==> config.mk <==
export PLATFORM = sky130hd
export DESIGN_NAME = scl_step_ctrl
export DESIGN_NICKNAME = d
export VERILOG_FILES = /design/src/rtl/scl_pkg.sv /design/src/rtl/scl_step_ctrl.sv /design/src/rtl/scl_delay_timer.sv /design/src/rtl/scl_ring_counter.sv
export SDC_FILE = /design/constraint.sdc
export NUM_CORES = 1
export LEC_CHECK = 0
export ABC_AREA = 1
export BUFFER_PORTS_ARGS = -buffer_cell sky130_fd_sc_hd__buf_2
export CAP_MARGIN = 0
export CELL_PAD_IN_SITES_DETAIL_PLACEMENT = 1
export CELL_PAD_IN_SITES_GLOBAL_PLACEMENT = 1
export CORE_MARGIN = 5
export CORE_UTILIZATION = 42
export CTS_CLUSTER_SIZE = 16
export DETAILED_ROUTE_END_ITERATION = 10
export HOLD_SLACK_MARGIN = 0.12
export PLACE_DENSITY_LB_ADDON = 0.12
export SLEW_MARGIN = 0
export SYNTH_ARGS = -nofsm -noshare
export SYNTH_HDL_FRONTEND = slang
export SYNTH_SLANG_ARGS = --single-unit
export TNS_END_PERCENT = 50
==> constraint.sdc <==
create_clock -name clock -period 4.82 [get_ports clock]
set_clock_uncertainty 0.1 [all_clocks]
set_input_delay 0.241 -clock clock [delete_from_list [all_inputs] [get_ports clock]]
set_output_delay 0.241 -clock clock [all_outputs]
set_load 0.005 [all_outputs]
==> src/rtl/scl_pkg.sv <==
// Shared constants, types and helpers for the stepper control input logic.
package scl_pkg;

	// ==========================================================
	// Register map.
	localparam logic [3:0] ADDR_CTRL = 4'h0;
	localparam logic [3:0] ADDR_STATUS = 4'h4;
	localparam logic [31:0] CTRL_RESET = 32'h0000_0700;

	// ==========================================================
	// Control register field positions.
	localparam int CTRL_BUS_MODE_BIT = 0;
	localparam int CTRL_NEG_LOGIC_BIT = 1;
	localparam int CTRL_ERR_OPEN_BIT = 2;
	localparam int CTRL_PREF_DIR_BIT = 3;
	localparam int CTRL_SOFT_RESET_BIT = 4;
	localparam int CTRL_RES_LSB = 5;
	localparam int CTRL_DELAY_LSB = 8;
	localparam int CTRL_BOOST_LSB = 12;

	// ==========================================================
	// Status register field positions.
	localparam int STAT_RING_LSB = 0;
	localparam int STAT_READY_BIT = 8;
	localparam int STAT_FAULT_BIT = 9;
	localparam int STAT_RUN_BIT = 10;
	localparam int STAT_DRIVE_BIT = 11;
	localparam int STAT_RES_LSB = 12;

	// ==========================================================
	// Timing constants.
	localparam int CLOCK_HZ = 20_000_000;
	localparam int CYCLES_PER_MS = CLOCK_HZ / 1000;
	localparam int SW_DELAY_MS = 40;
	localparam int READY_DELAY_MS = 500;
	localparam int STEP_MAX_KHZ = 750;
	localparam int STEP_MIN_WIDTH_NS = 1000;
	localparam logic [5:0] BOOST_SW_PERCENT = 6'h1e;

	// ==========================================================
	// Step resolutions, coarsest first.
	typedef enum logic [2:0] {
		full_step, half_step, step_2p5, step_4, step_5, step_8, step_10, step_20
	} scl_res_type;

	// Pulses per electrical cycle of each resolution.
	function automatic logic [6:0] ringModulo(input scl_res_type res);
		unique case (res)
			full_step: ringModulo = 7'h04;
			half_step: ringModulo = 7'h08;
			step_2p5: ringModulo = 7'h0a;
			step_4: ringModulo = 7'h10;
			step_5: ringModulo = 7'h14;
			step_8: ringModulo = 7'h20;
			step_10: ringModulo = 7'h28;
			step_20: ringModulo = 7'h50;
		endcase
	endfunction

	// Programmable current delay in ms; setting zero behaves as setting one.
	function automatic logic [9:0] delayMs(input logic [3:0] idx);
		unique case (idx)
			4'h0, 4'h1: delayMs = 10'h001;
			4'h2: delayMs = 10'h002;
			4'h3: delayMs = 10'h005;
			4'h4: delayMs = 10'h00a;
			4'h5: delayMs = 10'h014;
			4'h6: delayMs = 10'h01e;
			4'h7: delayMs = 10'h028;
			4'h8: delayMs = 10'h032;
			4'h9: delayMs = 10'h064;
			4'ha: delayMs = 10'h0c8;
			4'hb: delayMs = 10'h12c;
			4'hc: delayMs = 10'h190;
			4'hd: delayMs = 10'h1f4;
			4'he: delayMs = 10'h2ee;
			4'hf: delayMs = 10'h3e8;
		endcase
	endfunction

endpackage

==> src/rtl/scl_step_ctrl.sv <==
// Control inputs, current selection, fault latch and status outputs of the stage.
//
// Our own choices: the Wishbone slave port and the register addresses.
`timescale 1ns/10ps
module scl_step_ctrl #(
	parameter int CYCLES_MS = scl_pkg::CYCLES_PER_MS
) (
	// Clock and reset.
	input wire logic clock,
	input wire logic nrst,
	// Wishbone slave.
	input wire logic wb_cyc_i,
	input wire logic wb_stb_i,
	input wire logic wb_we_i,
	input wire logic [3:0] wb_adr_i,
	input wire logic [3:0] wb_sel_i,
	input wire logic [31:0] wb_dat_i,
	output logic [31:0] wb_dat_o,
	output logic wb_ack_o,
	// Indexer inputs, raw pin levels.
	input wire logic stepPin,
	input wire logic dirPin,
	input wire logic raisePin,
	input wire logic driveOffPin,
	input wire logic resetPin,
	input wire logic downshiftPin,
	// Switch settings.
	input wire logic swNegLogic,
	input wire logic swErrOpen,
	input wire logic swPrefDir,
	input wire logic [2:0] swResolution,
	// Fault sensors.
	input wire logic faultUnderVolt,
	input wire logic faultOverCurr,
	input wire logic faultOverTemp,
	// Power stage and status outputs.
	output logic driveEnable,
	output logic runCurrent,
	output logic raiseActive,
	output logic [5:0] raiseLevel,
	output logic raiseProgrammed,
	output logic [6:0] ringPos,
	output logic [2:0] activeRes,
	output logic homeMark,
	output logic errContactClosed,
	output logic ready
);

	// ==========================================================
	// Declarations.
	typedef enum logic {stWaitReady, stOperate} scl_state_type;
	localparam int READY_CYCLES = scl_pkg::READY_DELAY_MS * CYCLES_MS;
	localparam int SW_DELAY_CYCLES = scl_pkg::SW_DELAY_MS * CYCLES_MS;

	scl_state_type state_q;
	logic [31:0] ctrl_q;
	logic [31:0] rdata_q;
	logic ack_q;
	logic stepPrev_q;
	logic fault_q;
	logic resLocked_q;
	scl_pkg::scl_res_type res_q;
	logic [24:0] readyCnt_q;
	logic driveEn_q;
	logic home_q;
	logic errClosed_q;
	logic busMode, negLogic, errOpen, prefDir;
	logic stepAct, dirAct, raiseAct, driveOffAct, resetAct, downshiftAct;
	logic stepEdge, stepAcc, clearReq, faultAny, softReset, delayDone, wbWrite;
	scl_pkg::scl_res_type resReq;
	logic [24:0] delayLoad;

	// Active level of a pin under the chosen logic sense.
	function automatic logic activeLevel(input logic pin, input logic neg);
		activeLevel = pin ^ neg;
	endfunction

	// ==========================================================
	// Configuration source: switches or bus register.
	assign busMode = ctrl_q[scl_pkg::CTRL_BUS_MODE_BIT];
	assign negLogic = busMode ? ctrl_q[scl_pkg::CTRL_NEG_LOGIC_BIT] : swNegLogic;
	assign errOpen = busMode ? ctrl_q[scl_pkg::CTRL_ERR_OPEN_BIT] : swErrOpen;
	assign prefDir = busMode ? ctrl_q[scl_pkg::CTRL_PREF_DIR_BIT] : swPrefDir;

	// Pin decoding; drive-off and reset use the inverted sense the switch or bus register defines.
	assign stepAct = activeLevel(stepPin, negLogic);
	assign dirAct = activeLevel(dirPin, negLogic);
	assign raiseAct = activeLevel(raisePin, negLogic);
	assign driveOffAct = !activeLevel(driveOffPin, negLogic);
	assign resetAct = !activeLevel(resetPin, negLogic);
	assign downshiftAct = !downshiftPin;

	// ==========================================================
	// Step detection and qualification.
	// A rising active level is one step; synchronous inputs at 20 MHz catch any
	// pulse of 1 us or more, well inside the 750 kHz rate.
	assign stepEdge = stepAct && !stepPrev_q;
	assign stepAcc = stepEdge && state_q == stOperate && driveEn_q && !fault_q;
	assign softReset = wbWrite && wb_adr_i == scl_pkg::ADDR_CTRL && wb_sel_i[0]
		&& wb_dat_i[scl_pkg::CTRL_SOFT_RESET_BIT];
	assign clearReq = resetAct || softReset;
	assign faultAny = faultUnderVolt || faultOverCurr || faultOverTemp;

	// Previous active step level for edge detection.
	always_ff @(posedge clock) begin
		if (!nrst) begin
			stepPrev_q <= 1'b0;
		end else begin
			stepPrev_q <= stepAct;
		end
	end

	// ==========================================================
	// Resolution: requested setting, coarsened by the downshift input.
	always_comb begin
		resReq = busMode ? scl_pkg::scl_res_type'(ctrl_q[scl_pkg::CTRL_RES_LSB +: 3])
			: scl_pkg::scl_res_type'(swResolution);
		if (downshiftAct && resReq != scl_pkg::full_step) begin
			resReq = scl_pkg::scl_res_type'(resReq - 3'h1);
		end
	end

	// Resolution follows the request until the first accepted step after reset.
	always_ff @(posedge clock) begin
		if (!nrst) begin
			resLocked_q <= 1'b0;
			res_q <= scl_pkg::full_step;
		end else if (clearReq) begin
			resLocked_q <= 1'b0;
			res_q <= resReq;
		end else begin
			if (stepAcc) begin
				resLocked_q <= 1'b1;
			end
			if (!resLocked_q && !stepAcc) begin
				res_q <= resReq;
			end
		end
	end

	// ==========================================================
	// Ready sequencing after reset.
	always_ff @(posedge clock) begin
		if (!nrst) begin
			state_q <= stWaitReady;
			readyCnt_q <= 25'h0;
		end else if (clearReq) begin
			state_q <= stWaitReady;
			readyCnt_q <= 25'h0;
		end else begin
			unique case (state_q)
				stWaitReady: begin
					readyCnt_q <= readyCnt_q + 25'h1;
					if (readyCnt_q == 25'(READY_CYCLES - 1)) begin
						state_q <= stOperate;
					end
				end
				stOperate: begin
					readyCnt_q <= 25'h0;
				end
			endcase
		end
	end

	// ==========================================================
	// Fault latch; a new fault wins over a clear in the same cycle.
	always_ff @(posedge clock) begin
		if (!nrst) begin
			fault_q <= 1'b0;
		end else if (faultAny) begin
			fault_q <= 1'b1;
		end else if (clearReq) begin
			fault_q <= 1'b0;
		end
	end

	// Drive enable, home mark and error contact outputs.
	always_ff @(posedge clock) begin
		if (!nrst) begin
			driveEn_q <= 1'b0;
			home_q <= 1'b1;
			errClosed_q <= 1'b0;
		end else begin
			driveEn_q <= !driveOffAct && !fault_q && !faultAny;
			home_q <= (ringPos == 7'h0);
			errClosed_q <= errOpen ? fault_q : !fault_q;
		end
	end

	// ==========================================================
	// Ring counter and current delay timer.
	scl_ring_counter u_ring (
		.clock(clock),
		.nrst(nrst),
		.clear(clearReq),
		.advance(stepAcc),
		.up(dirAct ^ prefDir),
		.modulo(scl_pkg::ringModulo(res_q)),
		.position(ringPos)
	);

	// Fixed delay on switches, table setting when on the bus.
	assign delayLoad = busMode
		? 25'(scl_pkg::delayMs(ctrl_q[scl_pkg::CTRL_DELAY_LSB +: 4]) * 25'(CYCLES_MS))
		: 25'(SW_DELAY_CYCLES);

	scl_delay_timer u_delay (
		.clock(clock),
		.nrst(nrst),
		.load(stepAcc),
		.loadValue(delayLoad),
		.expired(delayDone)
	);

	// ==========================================================
	// Current selection and status outputs.
	assign driveEnable = driveEn_q;
	assign runCurrent = !delayDone;
	assign raiseActive = raiseAct && driveEn_q;
	assign raiseProgrammed = busMode;
	assign raiseLevel = busMode ? ctrl_q[scl_pkg::CTRL_BOOST_LSB +: 6]
		: scl_pkg::BOOST_SW_PERCENT;
	assign activeRes = res_q;
	assign homeMark = home_q;
	assign errContactClosed = errClosed_q;
	assign ready = (state_q == stOperate);

	// ==========================================================
	// Wishbone slave: one wait state, unmapped reads give zero.
	assign wbWrite = wb_cyc_i && wb_stb_i && wb_we_i && !ack_q;

	// Acknowledge and read data.
	always_ff @(posedge clock) begin
		if (!nrst) begin
			ack_q <= 1'b0;
			rdata_q <= 32'h0;
		end else begin
			ack_q <= wb_cyc_i && wb_stb_i && !ack_q;
			unique case (wb_adr_i)
				scl_pkg::ADDR_CTRL: rdata_q <= ctrl_q;
				scl_pkg::ADDR_STATUS: rdata_q <= {17'h0, res_q, driveEn_q, !delayDone,
					fault_q, ready, 1'b0, ringPos};
				default: rdata_q <= 32'h0;
			endcase
		end
	end

	// Control register writes; the soft reset bit never stores.
	always_ff @(posedge clock) begin
		if (!nrst) begin
			ctrl_q <= scl_pkg::CTRL_RESET;
		end else if (wbWrite && wb_adr_i == scl_pkg::ADDR_CTRL) begin
			for (int b = 0; b < 4; b++) begin
				if (wb_sel_i[b]) begin
					ctrl_q[8*b +: 8] <= wb_dat_i[8*b +: 8];
				end
			end
			ctrl_q[scl_pkg::CTRL_SOFT_RESET_BIT] <= 1'b0;
			ctrl_q[31:18] <= 14'h0;
		end
	end

	assign wb_ack_o = ack_q;
	assign wb_dat_o = rdata_q;
endmodule

==> src/rtl/scl_delay_timer.sv <==
// Countdown timer that reports when a loaded interval has run out.
`timescale 1ns/10ps
module scl_delay_timer (
	// Clock and reset.
	input wire logic clock,
	input wire logic nrst,
	// Load and status.
	input wire logic load,
	input wire logic [24:0] loadValue,
	output logic expired
);

	logic [24:0] count_q;

	// Reload on every trigger, otherwise count down to zero and stay there.
	always_ff @(posedge clock) begin
		if (!nrst) begin
			count_q <= 25'h0;
		end else if (load) begin
			count_q <= loadValue;
		end else if (count_q != 25'h0) begin
			count_q <= count_q - 25'h1;
		end
	end

	assign expired = (count_q == 25'h0);
endmodule

==> src/rtl/scl_ring_counter.sv <==
// Phase ring counter that wraps at the pulse count of one electrical cycle.
`timescale 1ns/10ps
module scl_ring_counter (
	// Clock and reset.
	input wire logic clock,
	input wire logic nrst,
	// Control.
	input wire logic clear,
	input wire logic advance,
	input wire logic up,
	input wire logic [6:0] modulo,
	// Position.
	output logic [6:0] position
);

	logic [6:0] pos_q;

	// Clear to home, else step up or down modulo the cycle length.
	always_ff @(posedge clock) begin
		if (!nrst || clear) begin
			pos_q <= 7'h0;
		end else if (advance) begin
			if (up) begin
				pos_q <= (pos_q >= modulo - 7'h1) ? 7'h0 : pos_q + 7'h1;
			end else begin
				pos_q <= (pos_q == 7'h0) ? modulo - 7'h1 : pos_q - 7'h1;
			end
		end
	end

	assign position = pos_q;
endmodule

[Word level (Yosys, flattened, before mapping)]
Memory sizes are Yosys's and may differ from the RTL's. A register that Yosys moved wholly into a read port is not among the register bits.
Cells that the tools add are included.
Word-level totals
  flip-flop bits (word level): 117
  memory bits (read-only): 208
  input port bits: 60
  output and inout port bits: 56
  logic and storage cells: 103
  memories kept: 2
Memories
  (name not given): depth 16, bits a word 10, rd ports 1, clocked after memory_dff 1, write ports 0, line scl_pkg.sv:62  | unique case (idx)
  (name not given): depth 8, bits a word 6, rd ports 1, clocked after memory_dff 1, write ports 0, line scl_pkg.sv:48  | unique case (res)
Cells by class
  add/subtract/negate cells: 6
  multipliers: 1
  order comparisons: 1
  eq/ne operators: 2
  multiplexer cells: 25
  bitwise gates (word level): 8
  reduce and logical (&&, ||, !) cells: 42
Operators by type and width (count)
  $mux W25: 3
  $pmux W25 S2: 1
  $pmux W18 S2: 1
  $add A25 B1 Y25 const B: 1
  $eq A25 B24 Y1 const B: 1
  $logic_not A25 Y1: 1
  $reduce_bool A25 Y1: 1
  $sub A25 B1 Y25 const B: 1
  $mux W7: 3
  $mul A10 B10 Y20 const B: 1
  $mux W3: 6
  $logic_and A1 B1 Y1: 16
  $sub A7 B1 Y7 const B: 2
  $logic_not A1 Y1: 10
  $mux W1: 8
  $mux W4: 2
  $add A7 B1 Y7 const B: 1
  $ge A7 B7 Y1: 1
  $logic_not A7 Y1: 1
  $mux W6: 1
  $reduce_and A2 Y1: 3
  $reduce_bool A2 Y1: 3
  $xor A1 B1 Y1: 6
  $eq A4 B3 Y1 const B: 1
  6 further kinds: 10

[Longest topological paths before layout]
Gate-level depths: netlist of the first run.
  word-level depth: 12
  depth in mapped cells: 21
  depth with buffers taken out: 21

[By module]
From an unflattened synthesis of the first run, not the netlist that was laid out.
Second synthesis, totals
  cell total of the unflattened synthesis: 1232
  area total of the unflattened synthesis: 8610.8 µm²
Modules (own cells, without submodules)
  scl_step_ctrl: instances 1, cells an instance 786, area an instance 5814.3 µm², sequential area each 1741.7 µm²
  scl_delay_timer: instances 1, cells an instance 262, area an instance 1684.1 µm², sequential area each 500.5 µm²
  scl_ring_counter: instances 1, cells an instance 184, area an instance 1112.3 µm², sequential area each 140.1 µm²

[Worst setup path before layout of the first run]
No wires, ideal clock.
  path type: reg-to-reg
  start: register with a tool-made name
  end: register u_delay.count_q[23]
  setup time: 0.128 ns
  arrival time: 3.438 ns
  required time: 4.592 ns
  path slack: 1.155 ns
  cell stages (with the launch flop): 21
  buffers on the path: 0
  period minus slack after synthesis: 3.665 ns
  path through: dfxtp_1 inv_1 fa_1 inv_1 ha_1 inv_1 fa_1 inv_1 ha_1 ha_1 ha_1 nand2_1 inv_1 nand2_1 nand2_1 a21oi_1 nand3_1 nand3_1 nand2_1 nand2_1 nor2_1
RTL lines
  to (signal assigned): line scl_delay_timer.sv:20  | count_q <= loadValue;
  to (signal assigned): line scl_delay_timer.sv:22  | count_q <= count_q - 25'h1;
  to (decl): line scl_delay_timer.sv:13  | logic [24:0] count_q;

==> out/qor.tcl, run 1 <==
set qor(cp_data_arrival_time_ps) 4410
set qor(critical_path.slowest_cell) {sky130_fd_sc_hd__fa_1}
set qor(worst_ep_required_time_ps) 5080
set qor(vias_in_the_first_global_route) 8421
set qor(rsz_0062_raised_after_global_routing) {no}
set qor(criticalPathCategory) {reg2reg}
set qor(timing_worst_slew_pin_value_ps) 634.6
set qor(final_hold_vios) 0
set qor(power.static_leakage_nw) 4.792
set qor(min_path_type) {in2reg}
set qor(detail_route.drc_violations) 0
set qor(dieArea_um2) 22370
set qor(power.density_cell_area_nw_per_um2) 381.5
set qor(cp_top_family) {adder cells}
set qor(netlist_top_cells_area) {sky130_fd_sc_hd__dfxtp_1 (29%), sky130_fd_sc_hd__nand2_1 (13%), sky130_fd_sc_hd__ha_1 (11%)}
set qor(grt.overflow.total) 0
set qor(synth-seq-area-share_pct) 29.12
set qor(antennaDiodeCount) 0
set qor(core_area_um2) 19330
set qor(first_pass_iters) 5
set qor(wl_mm) 24.30
set qor(finalWeightedCongestion) 0.8528
set qor(final_critical_path_setup_slack_ps) 666.4
set qor(int_pwr_mw) 2.423
set qor(final-max-slew-violation-count) 0
set qor(grt_start_max_net_pins) 44
set qor(critical_path.most_common_cell) {sky130_fd_sc_hd__nand2_1}
set qor(max-cap-violations) 0
set qor(clock_h_tree_levels) 4
set qor(path_cells) {inv_1 -> fa_1 -> inv_1 -> ha_1 -> ha_1 -> ha_1 -> inv_1 -> fa_1 -> inv_1 -> ha_1 -> nand2_1 -> inv_1 -> nand2_1 -> nand3_1 -> nand2_1 -> nand2_1 -> nand2_1 -> nand3_1 -> nand2_1 -> nand2_1 -> nor2_1}
set qor(synth_largest_type_area_fraction_pct) 29.12
set qor(outcome) {finished, final reports clean}
set qor(critPathLaunchType) {register}
set qor(register_area_um2) 2382
set qor(final_min_period_over_clock_period_pct) 86.18
set qor(path_max_fanout) 4
set qor(finalSetupViolations) 0
set qor(instances_no_fill) 1563
set qor(area_of_combinational_cells_with_multiple_inputs_um2) 4905
set qor(synth_edf_count) 0
set qor(clockPowerShare_pct) 37.8
set qor(die_h_um) 149.6
set qor(detailroute.via_count) 7746
set qor(cts_buffers) 17
set qor(shortest_clock_period_the_worst_path_allows_after_layout_ps) 4154
set qor(ys.flop_type) {sky130_fd_sc_hd__dfxtp_1}
set qor(dp_slack_ps) 606.1
set qor(clock_sinks) 119
set qor(maxClockFrequency_ghz) 0.2408
set qor(ir_worst_vdd_mv) 0.2364
set qor(pwr-share-seq_pct) 31.8
set qor(crit_buf_inv) 5
set qor(io_buffers) 86
set qor(totalNegativeSetupSlack_ps) 0
set qor(cts.reportedPaths.clkPinSlew_ps) 60
set qor(clock-root-buffer) {sky130_fd_sc_hd__clkbuf_16}
set qor(kind_of_end_point_of_the_critical_path) {register}
set qor(fill_cells) 2546
set qor(worst_skew_pair.late_latency_ps) 420
set qor(synth-seq-cells) 119
set qor(synth_area_per_cell_um2) 6.938
set qor(final_layout_size_suffix_gt1_share_pct) 12.48
set qor(detailedPlacementHpwl_mm) 18.80
set qor(p_switching_mw) 1.261
set qor(num_rows) 51
set qor(synth.most_common_cell) {sky130_fd_sc_hd__nand2_1}
set qor(synth.yosys.warnings) 0
set qor(placed_cells_incl_taps) 1508
set qor(synth-async-reset-ratio_pct) 0
set qor(synth.cells.most_frequent) {sky130_fd_sc_hd__nand2_1 (283), sky130_fd_sc_hd__inv_1 (177), sky130_fd_sc_hd__nor2_1 (136)}
set qor(die_width_um) 149.6
set qor(netlist.top_cell.by_area) {sky130_fd_sc_hd__dfxtp_1}
set qor(yosys.cell_types.count) 50
set qor(switching_share_pct) 34.24
set qor(syn_inst) 1179
set qor(final_nets) 1437
set qor(max_stage_delay_ps) 550
set qor(grt_pass1_wl_mm) 41.04
set qor(post_drt_wl_per_cell_um) 15.55
set qor(timing.slew.headroom_pct) 57.69
set qor(clk_path_buf_depth) 2
set qor(floorplan.initialDensity_pct) 42.31
set qor(cts_setup_buffers) 0
set qor(tritoncts) {yes}
set qor(synthToLayoutAreaGrowth_pct) 18.06
set qor(grt_usage_pct) 22.91
set qor(combinationalPowerShare_pct) 30.5
set qor(detail_route.vias_per_cell) 4.956
set qor(ant_nets) 0
set qor(drt-initial-drc-count) 336
set qor(ioPinCount) 116
set qor(synthesis.area_um2) 8180
set qor(antenna_violations_before_repair) 1
-- what timing repair did --
| item | CTS | global route |
|---|---|---|
| hold buffers | 23 | 0 |
| endpoints found under the hold margin | 20 | 0 |
| gates resized for setup | 0 | 0 |
-- flip-flops by register name, indices dropped and copies added, names as in the netlist, named ones only --
name,count
wb_dat_o,18
errContactClosed,1
stepPrev_q,1
u_delay.count_q,25
activeRes,3
u_ring.modulo,6
ctrl_q,17
homeMark,1
fault_q,1
u_ring.position,7
driveEnable,1
ready,1
resLocked_q,1
wb_ack_o,1
readyCnt_q,25
-- worst register-to-register path: stages (launching register included) --
cell and delay (ps):
sky130_fd_sc_hd__dfxtp_1 460, sky130_fd_sc_hd__inv_1 170, sky130_fd_sc_hd__fa_1 550, sky130_fd_sc_hd__inv_1 40
sky130_fd_sc_hd__ha_1 270, sky130_fd_sc_hd__ha_1 310, sky130_fd_sc_hd__ha_1 300, sky130_fd_sc_hd__inv_1 50
sky130_fd_sc_hd__fa_1 500, sky130_fd_sc_hd__inv_1 40, sky130_fd_sc_hd__ha_1 340, sky130_fd_sc_hd__nand2_1 130
sky130_fd_sc_hd__inv_1 60, sky130_fd_sc_hd__nand2_1 60, sky130_fd_sc_hd__nand3_1 150, sky130_fd_sc_hd__nand2_1 120
sky130_fd_sc_hd__nand2_1 60, sky130_fd_sc_hd__nand2_1 60, sky130_fd_sc_hd__nand3_1 110, sky130_fd_sc_hd__nand2_1 90
sky130_fd_sc_hd__nand2_1 50, sky130_fd_sc_hd__nor2_1 80
-- metrics by stage --
step	hold slack, ps	utilization [%]	instance area [um^2]	power [mW]
6_report	127.5	49.95	9658	3.685
5_1_grt	143.7	49.95	9658	3.943
4_1_cts	128.9	49.95	9658	3.714
3_5_place_dp	341.9	45.43	8783	2.291
3_3_place_gp	332.1	45.43	8783	2.255
2_1_floorplan	279.4	-	8229	2.021
-- area by class of cell --
type                    count  area share [%]
multi-input cells         848           50.78
flip-flops and latches    119           24.67
repair buffers            114           7.229
inverters                 185           7.216
clock buffers              18           4.547
well taps                 265           3.433
clock inverters            14           2.125
-- final timing paths --
check / from / to / slack [ps] / depth (start not counted)
worst max-delay path: register / u_delay.count_q[23]$_SDFFE_PN0P_ / 670 / 21
worst min-delay path: wb_sel_i[2] / ctrl_q[16]$_SDFFE_PN0P_ / 130 / 3
worst max register to register: register / u_delay.count_q[23]$_SDFFE_PN0P_ / 670 / 21
worst min register to register: readyCnt_q[0]$_SDFF_PP0_ / readyCnt_q[0]$_SDFF_PP0_ / 350 / 1
-- cells by family after synthesis --
kind of cell	synth area share [%]
AND/OR/NAND/NOR	32.38
buffers and inverters	11.59
flip-flops	29.12
AO/OA/AOI/OAI	6.990
adder cells (fa/ha/maj)	15.63
XOR/XNOR	3.854
multiplexers	0.3824
other	0.04584
-- routing by layer --
| metal | vias up | global-route usage [%] | share of wire [%] |
|---|---|---|---|
| li1 | 3914 | - | - |
| met1 | 3686 | 27.31 | 44 |
| met2 | 121 | 42.35 | 51 |
| met3 | 23 | 3.755 | 3.8 |
| met4 | 2 | 6.453 | 1.2 |
| met5 | - | 0 | 0.053 |
-- placed cells by master (no fill, tap or decap), types with 9 or more instances in the layout --
master	Yosys	layout
sky130_fd_sc_hd__nand3_1	95	95
sky130_fd_sc_hd__fa_1	17	17
sky130_fd_sc_hd__dfxtp_1	119	119
sky130_fd_sc_hd__a21oi_1	53	53
sky130_fd_sc_hd__inv_1	177	177
sky130_fd_sc_hd__a211oi_1	9	9
sky130_fd_sc_hd__o21ai_0	28	28
sky130_fd_sc_hd__conb_1	1	14
sky130_fd_sc_hd__nand4_1	13	13
sky130_fd_sc_hd__buf_2	8	86
sky130_fd_sc_hd__nor3_1	23	23
sky130_fd_sc_hd__ha_1	75	75
sky130_fd_sc_hd__xnor2_1	11	11
sky130_fd_sc_hd__xor2_1	25	25
sky130_fd_sc_hd__dlygate4sd3_1	0	23
sky130_fd_sc_hd__nor2_1	136	136
sky130_fd_sc_hd__nand2_1	283	283
sky130_fd_sc_hd__clkbuf_16	0	17
-- power groups by stage --
stage	registers, mW	logic, mW	clock network, mW
3_3_place_gp	1.18	1.07	0
5_1_grt	1.18	1.30	1.46
2_1_floorplan	1.16	0.859	0
3_5_place_dp	1.19	1.10	0
4_1_cts	1.17	1.13	1.41
6_report	1.17	1.12	1.39
Power figures use the tool's default switching activity.
==> run 2, diff against run 1 <==
--- a/config.mk
+++ b/config.mk
@@ -14,8 +14,10 @@
 export CORE_UTILIZATION = 42
 export CTS_CLUSTER_SIZE = 16
 export DETAILED_ROUTE_END_ITERATION = 10
+export GPL_ROUTABILITY_DRIVEN = 0
 export HOLD_SLACK_MARGIN = 0.12
 export PLACE_DENSITY_LB_ADDON = 0.12
+export REMOVE_ABC_BUFFERS = 1
 export SLEW_MARGIN = 0
 export SYNTH_ARGS = -nofsm -noshare
 export SYNTH_HDL_FRONTEND = slang
==> run 2 against run 1 <==
Global-route usage is 0.16 points lower. Final cell count is 0.38% higher. Combinational power hardly changed. Wire length is 0.31% lower. Core utilization is 0.30 points higher. Sequential power hardly changed. Register-to-register slack better by 20 ps. Setup slack better by 17 ps. Largest cell class unchanged.
==> out/qor.tcl, run 2 (synthesis results as in run 1) <==
set qor(shortest_clock_period_the_worst_path_allows_after_layout_ps) 4136 ;# -17.40 ps
set qor(io_buffers) 86 ;# unchanged
set qor(place_area_um2) 8776 ;# about the same
set qor(kind_of_end_point_of_the_critical_path) {register}
set qor(timing_worst_slew_pin_value_ps) 880.5 ;# +245.9 ps
set qor(regToRegSetupSlack_ps) 680 ;# +20 ps
set qor(worst_r2r_path_depth) 19 ;# -9.5%
set qor(antenna_violations_before_repair) 0 ;# -1
set qor(final-max-slew-violation-count) 0 ;# unchanged
set qor(clk_path_buf_depth) 2 ;# unchanged
set qor(worst_skew_pair.late_latency_ps) 420 ;# about the same
set qor(ioPinCount) 116 ;# unchanged
set qor(dieArea_um2) 22370 ;# unchanged
set qor(rsz_0062_raised_after_global_routing) {no}
set qor(area_of_combinational_cells_with_multiple_inputs_um2) 4905 ;# unchanged
set qor(clock_h_tree_levels) 4 ;# unchanged
set qor(ir_worst_vdd_mv) 0.2415 ;# +2.2%
set qor(final_common_cell) {sky130_fd_sc_hd__nand2_1}
set qor(num_rows) 51 ;# unchanged
set qor(post_drt_wl_per_cell_um) 15.44 ;# -0.69%
set qor(critical_path.slowest_cell) {sky130_fd_sc_hd__fa_1}
set qor(min_path_type) {in2reg}
set qor(critPathLaunchType) {register}
set qor(ant_nets) 0 ;# unchanged
set qor(detailedPlacementHpwl_mm) 18.13 ;# -3.6%
set qor(cts.reportedPaths.clkPinSlew_ps) 60 ;# about the same
set qor(die_h_um) 149.6 ;# unchanged
set qor(outcome) {finished, final reports clean}
set qor(die_width_um) 149.6 ;# unchanged
set qor(register_area_um2) 2382 ;# unchanged
set qor(cp_num_cells) 19 ;# -9.5%
set qor(post_cts_hold_buffer_count) 30 ;# +30%
set qor(clock-root-buffer) {sky130_fd_sc_hd__clkbuf_16}
set qor(final_layout_size_suffix_gt1_share_pct) 12.19 ;# -0.29 points
set qor(clock_sinks) 119 ;# unchanged
set qor(critical_path.most_common_cell) {sky130_fd_sc_hd__inv_1}
set qor(maxClockFrequency_ghz) 0.2418 ;# +0.42%
set qor(detail_route.drc_violations) 0 ;# unchanged
set qor(rr_endpoint) {u_delay.count_q[15]$_SDFFE_PN0P_}
set qor(crit_buf_inv) 5 ;# unchanged
set qor(max-cap-violations) 0 ;# unchanged
set qor(wl_mm) 24.22 ;# -0.31%
set qor(hold_path.startpoint) {nrst}
set qor(worstSetupEndpoint) {u_delay.count_q[15]$_SDFFE_PN0P_}
set qor(cts_setup_buffers) 0 ;# unchanged
set qor(fill_cells) 2567 ;# +0.82%
set qor(grt_pass1_wl_mm) 40.85 ;# -0.47%
set qor(path_cells) {inv_1 -> fa_1 -> inv_1 -> ha_1 -> ha_1 -> ha_1 -> inv_1 -> fa_1 -> inv_1 -> ha_1 -> nand2_1 -> nor2_1 -> nand2_1 -> nand3_1 -> xor2_1 -> nand3_1 -> nand2_1 -> nand3_1 -> inv_1}
set qor(layout.cell_area.non_filler_um2) 9717 ;# +0.61%
set qor(max_stage_delay_ps) 550 ;# about the same
set qor(first_pass_iters) 4 ;# -1
set qor(power.static_leakage_nw) 4.820 ;# +0.59%
set qor(grt_start_max_net_pins) 33 ;# -25%
set qor(vias_in_the_first_global_route) 8329 ;# -1.1%
set qor(cp_top_family) {adder cells}
set qor(final_nets) 1443 ;# +0.42%
set qor(layout.cells.most_common_list) {sky130_fd_sc_hd__nand2_1 (283), sky130_fd_sc_hd__inv_1 (177), sky130_fd_sc_hd__nor2_1 (136)}
set qor(detailroute.via_count) 7700 ;# -0.59%
set qor(antennaDiodeCount) 0 ;# unchanged
set qor(core_area_um2) 19330 ;# unchanged
set qor(cts_resized) 0 ;# unchanged
set qor(criticalPathCategory) {reg2reg}
set qor(totalNegativeSetupSlack_ps) 0 ;# unchanged
set qor(cp_data_arrival_time_ps) 4400 ;# about the same
set qor(timing.slew.headroom_pct) 41.22 ;# -16 points
set qor(detail_route.vias_per_cell) 4.908 ;# -0.97%
set qor(fin_total_pwr_mw) 3.689 ;# +0.11%
set qor(tritoncts) {yes}
set qor(grt.overflow.total) 0 ;# unchanged
set qor(final_hold_vios) 0 ;# unchanged
set qor(synthToLayoutAreaGrowth_pct) 18.78
set qor(drt-initial-drc-count) 319 ;# -5.1%
set qor(worst_ep_required_time_ps) 5090 ;# about the same
set qor(cts_buffers) 17 ;# unchanged
set qor(finalSetupViolations) 0 ;# unchanged
set qor(power.density_cell_area_nw_per_um2) 379.6 ;# -0.50%
set qor(final_min_period_over_clock_period_pct) 85.81 ;# -0.36 points
set qor(path_max_fanout) 4 ;# unchanged
set qor(grt_usage_pct) 22.75 ;# -0.16 points
set qor(floorplan.initialDensity_pct) 42.31 ;# unchanged
## run 2: area by class of cell
type	count	share of cell area, %
Clock buffer	22	4.880
Sequential cell	119	24.52
Timing Repair Buffer	120	7.829
Inverter	185	7.172
Multi-Input combinational cell	848	50.48
Clock inverter	10	1.713
Tap cell	265	3.412
## run 2: metal layers
| layer | track usage, % | wire length [um] |
|---|---|---|
| met1 | 28.11 | 10870 |
| met2 | 39.68 | 12000 |
| met3 | 4.149 | 612 |
| met4 | 8.146 | 745 |
| met5 | 0 | 0 |
## run 2: worst min path at each step
stage / cells after the start / to
6_report: 2 / ctrl_q[8]$_SDFFE_PN1P_
5_1_grt: 2 / ctrl_q[8]$_SDFFE_PN1P_
4_1_cts: 2 / ctrl_q[8]$_SDFFE_PN1P_
3_5_place_dp: 1 / readyCnt_q[0]$_SDFF_PP0_
3_3_place_gp: 1 / readyCnt_q[0]$_SDFF_PP0_
2_1_floorplan: 1 / ctrl_q[8]$_SDFFE_PN1P_
## run 2: through the flow
stage | worst slack, ps | utilization, % | cells | hold WS, ps
4_1_cts | 628.7 | 50.26 | 1569 | 164.3
5_1_grt | 383.8 | 50.26 | 1569 | 164.8
6_report | 683.8 | 50.26 | 1569 | 167.3
2_1_floorplan | 1130 | - | 1152 | 209.7
3_3_place_gp | 747.2 | 45.39 | 1507 | 330.8
3_5_place_dp | 688.2 | 45.39 | 1507 | 339.4
## run 2: power breakdown
part	internal, mW	switching, mW
Combinational	0.418	0.706
Clock	0.910	0.489
Sequential	1.08	0.0827
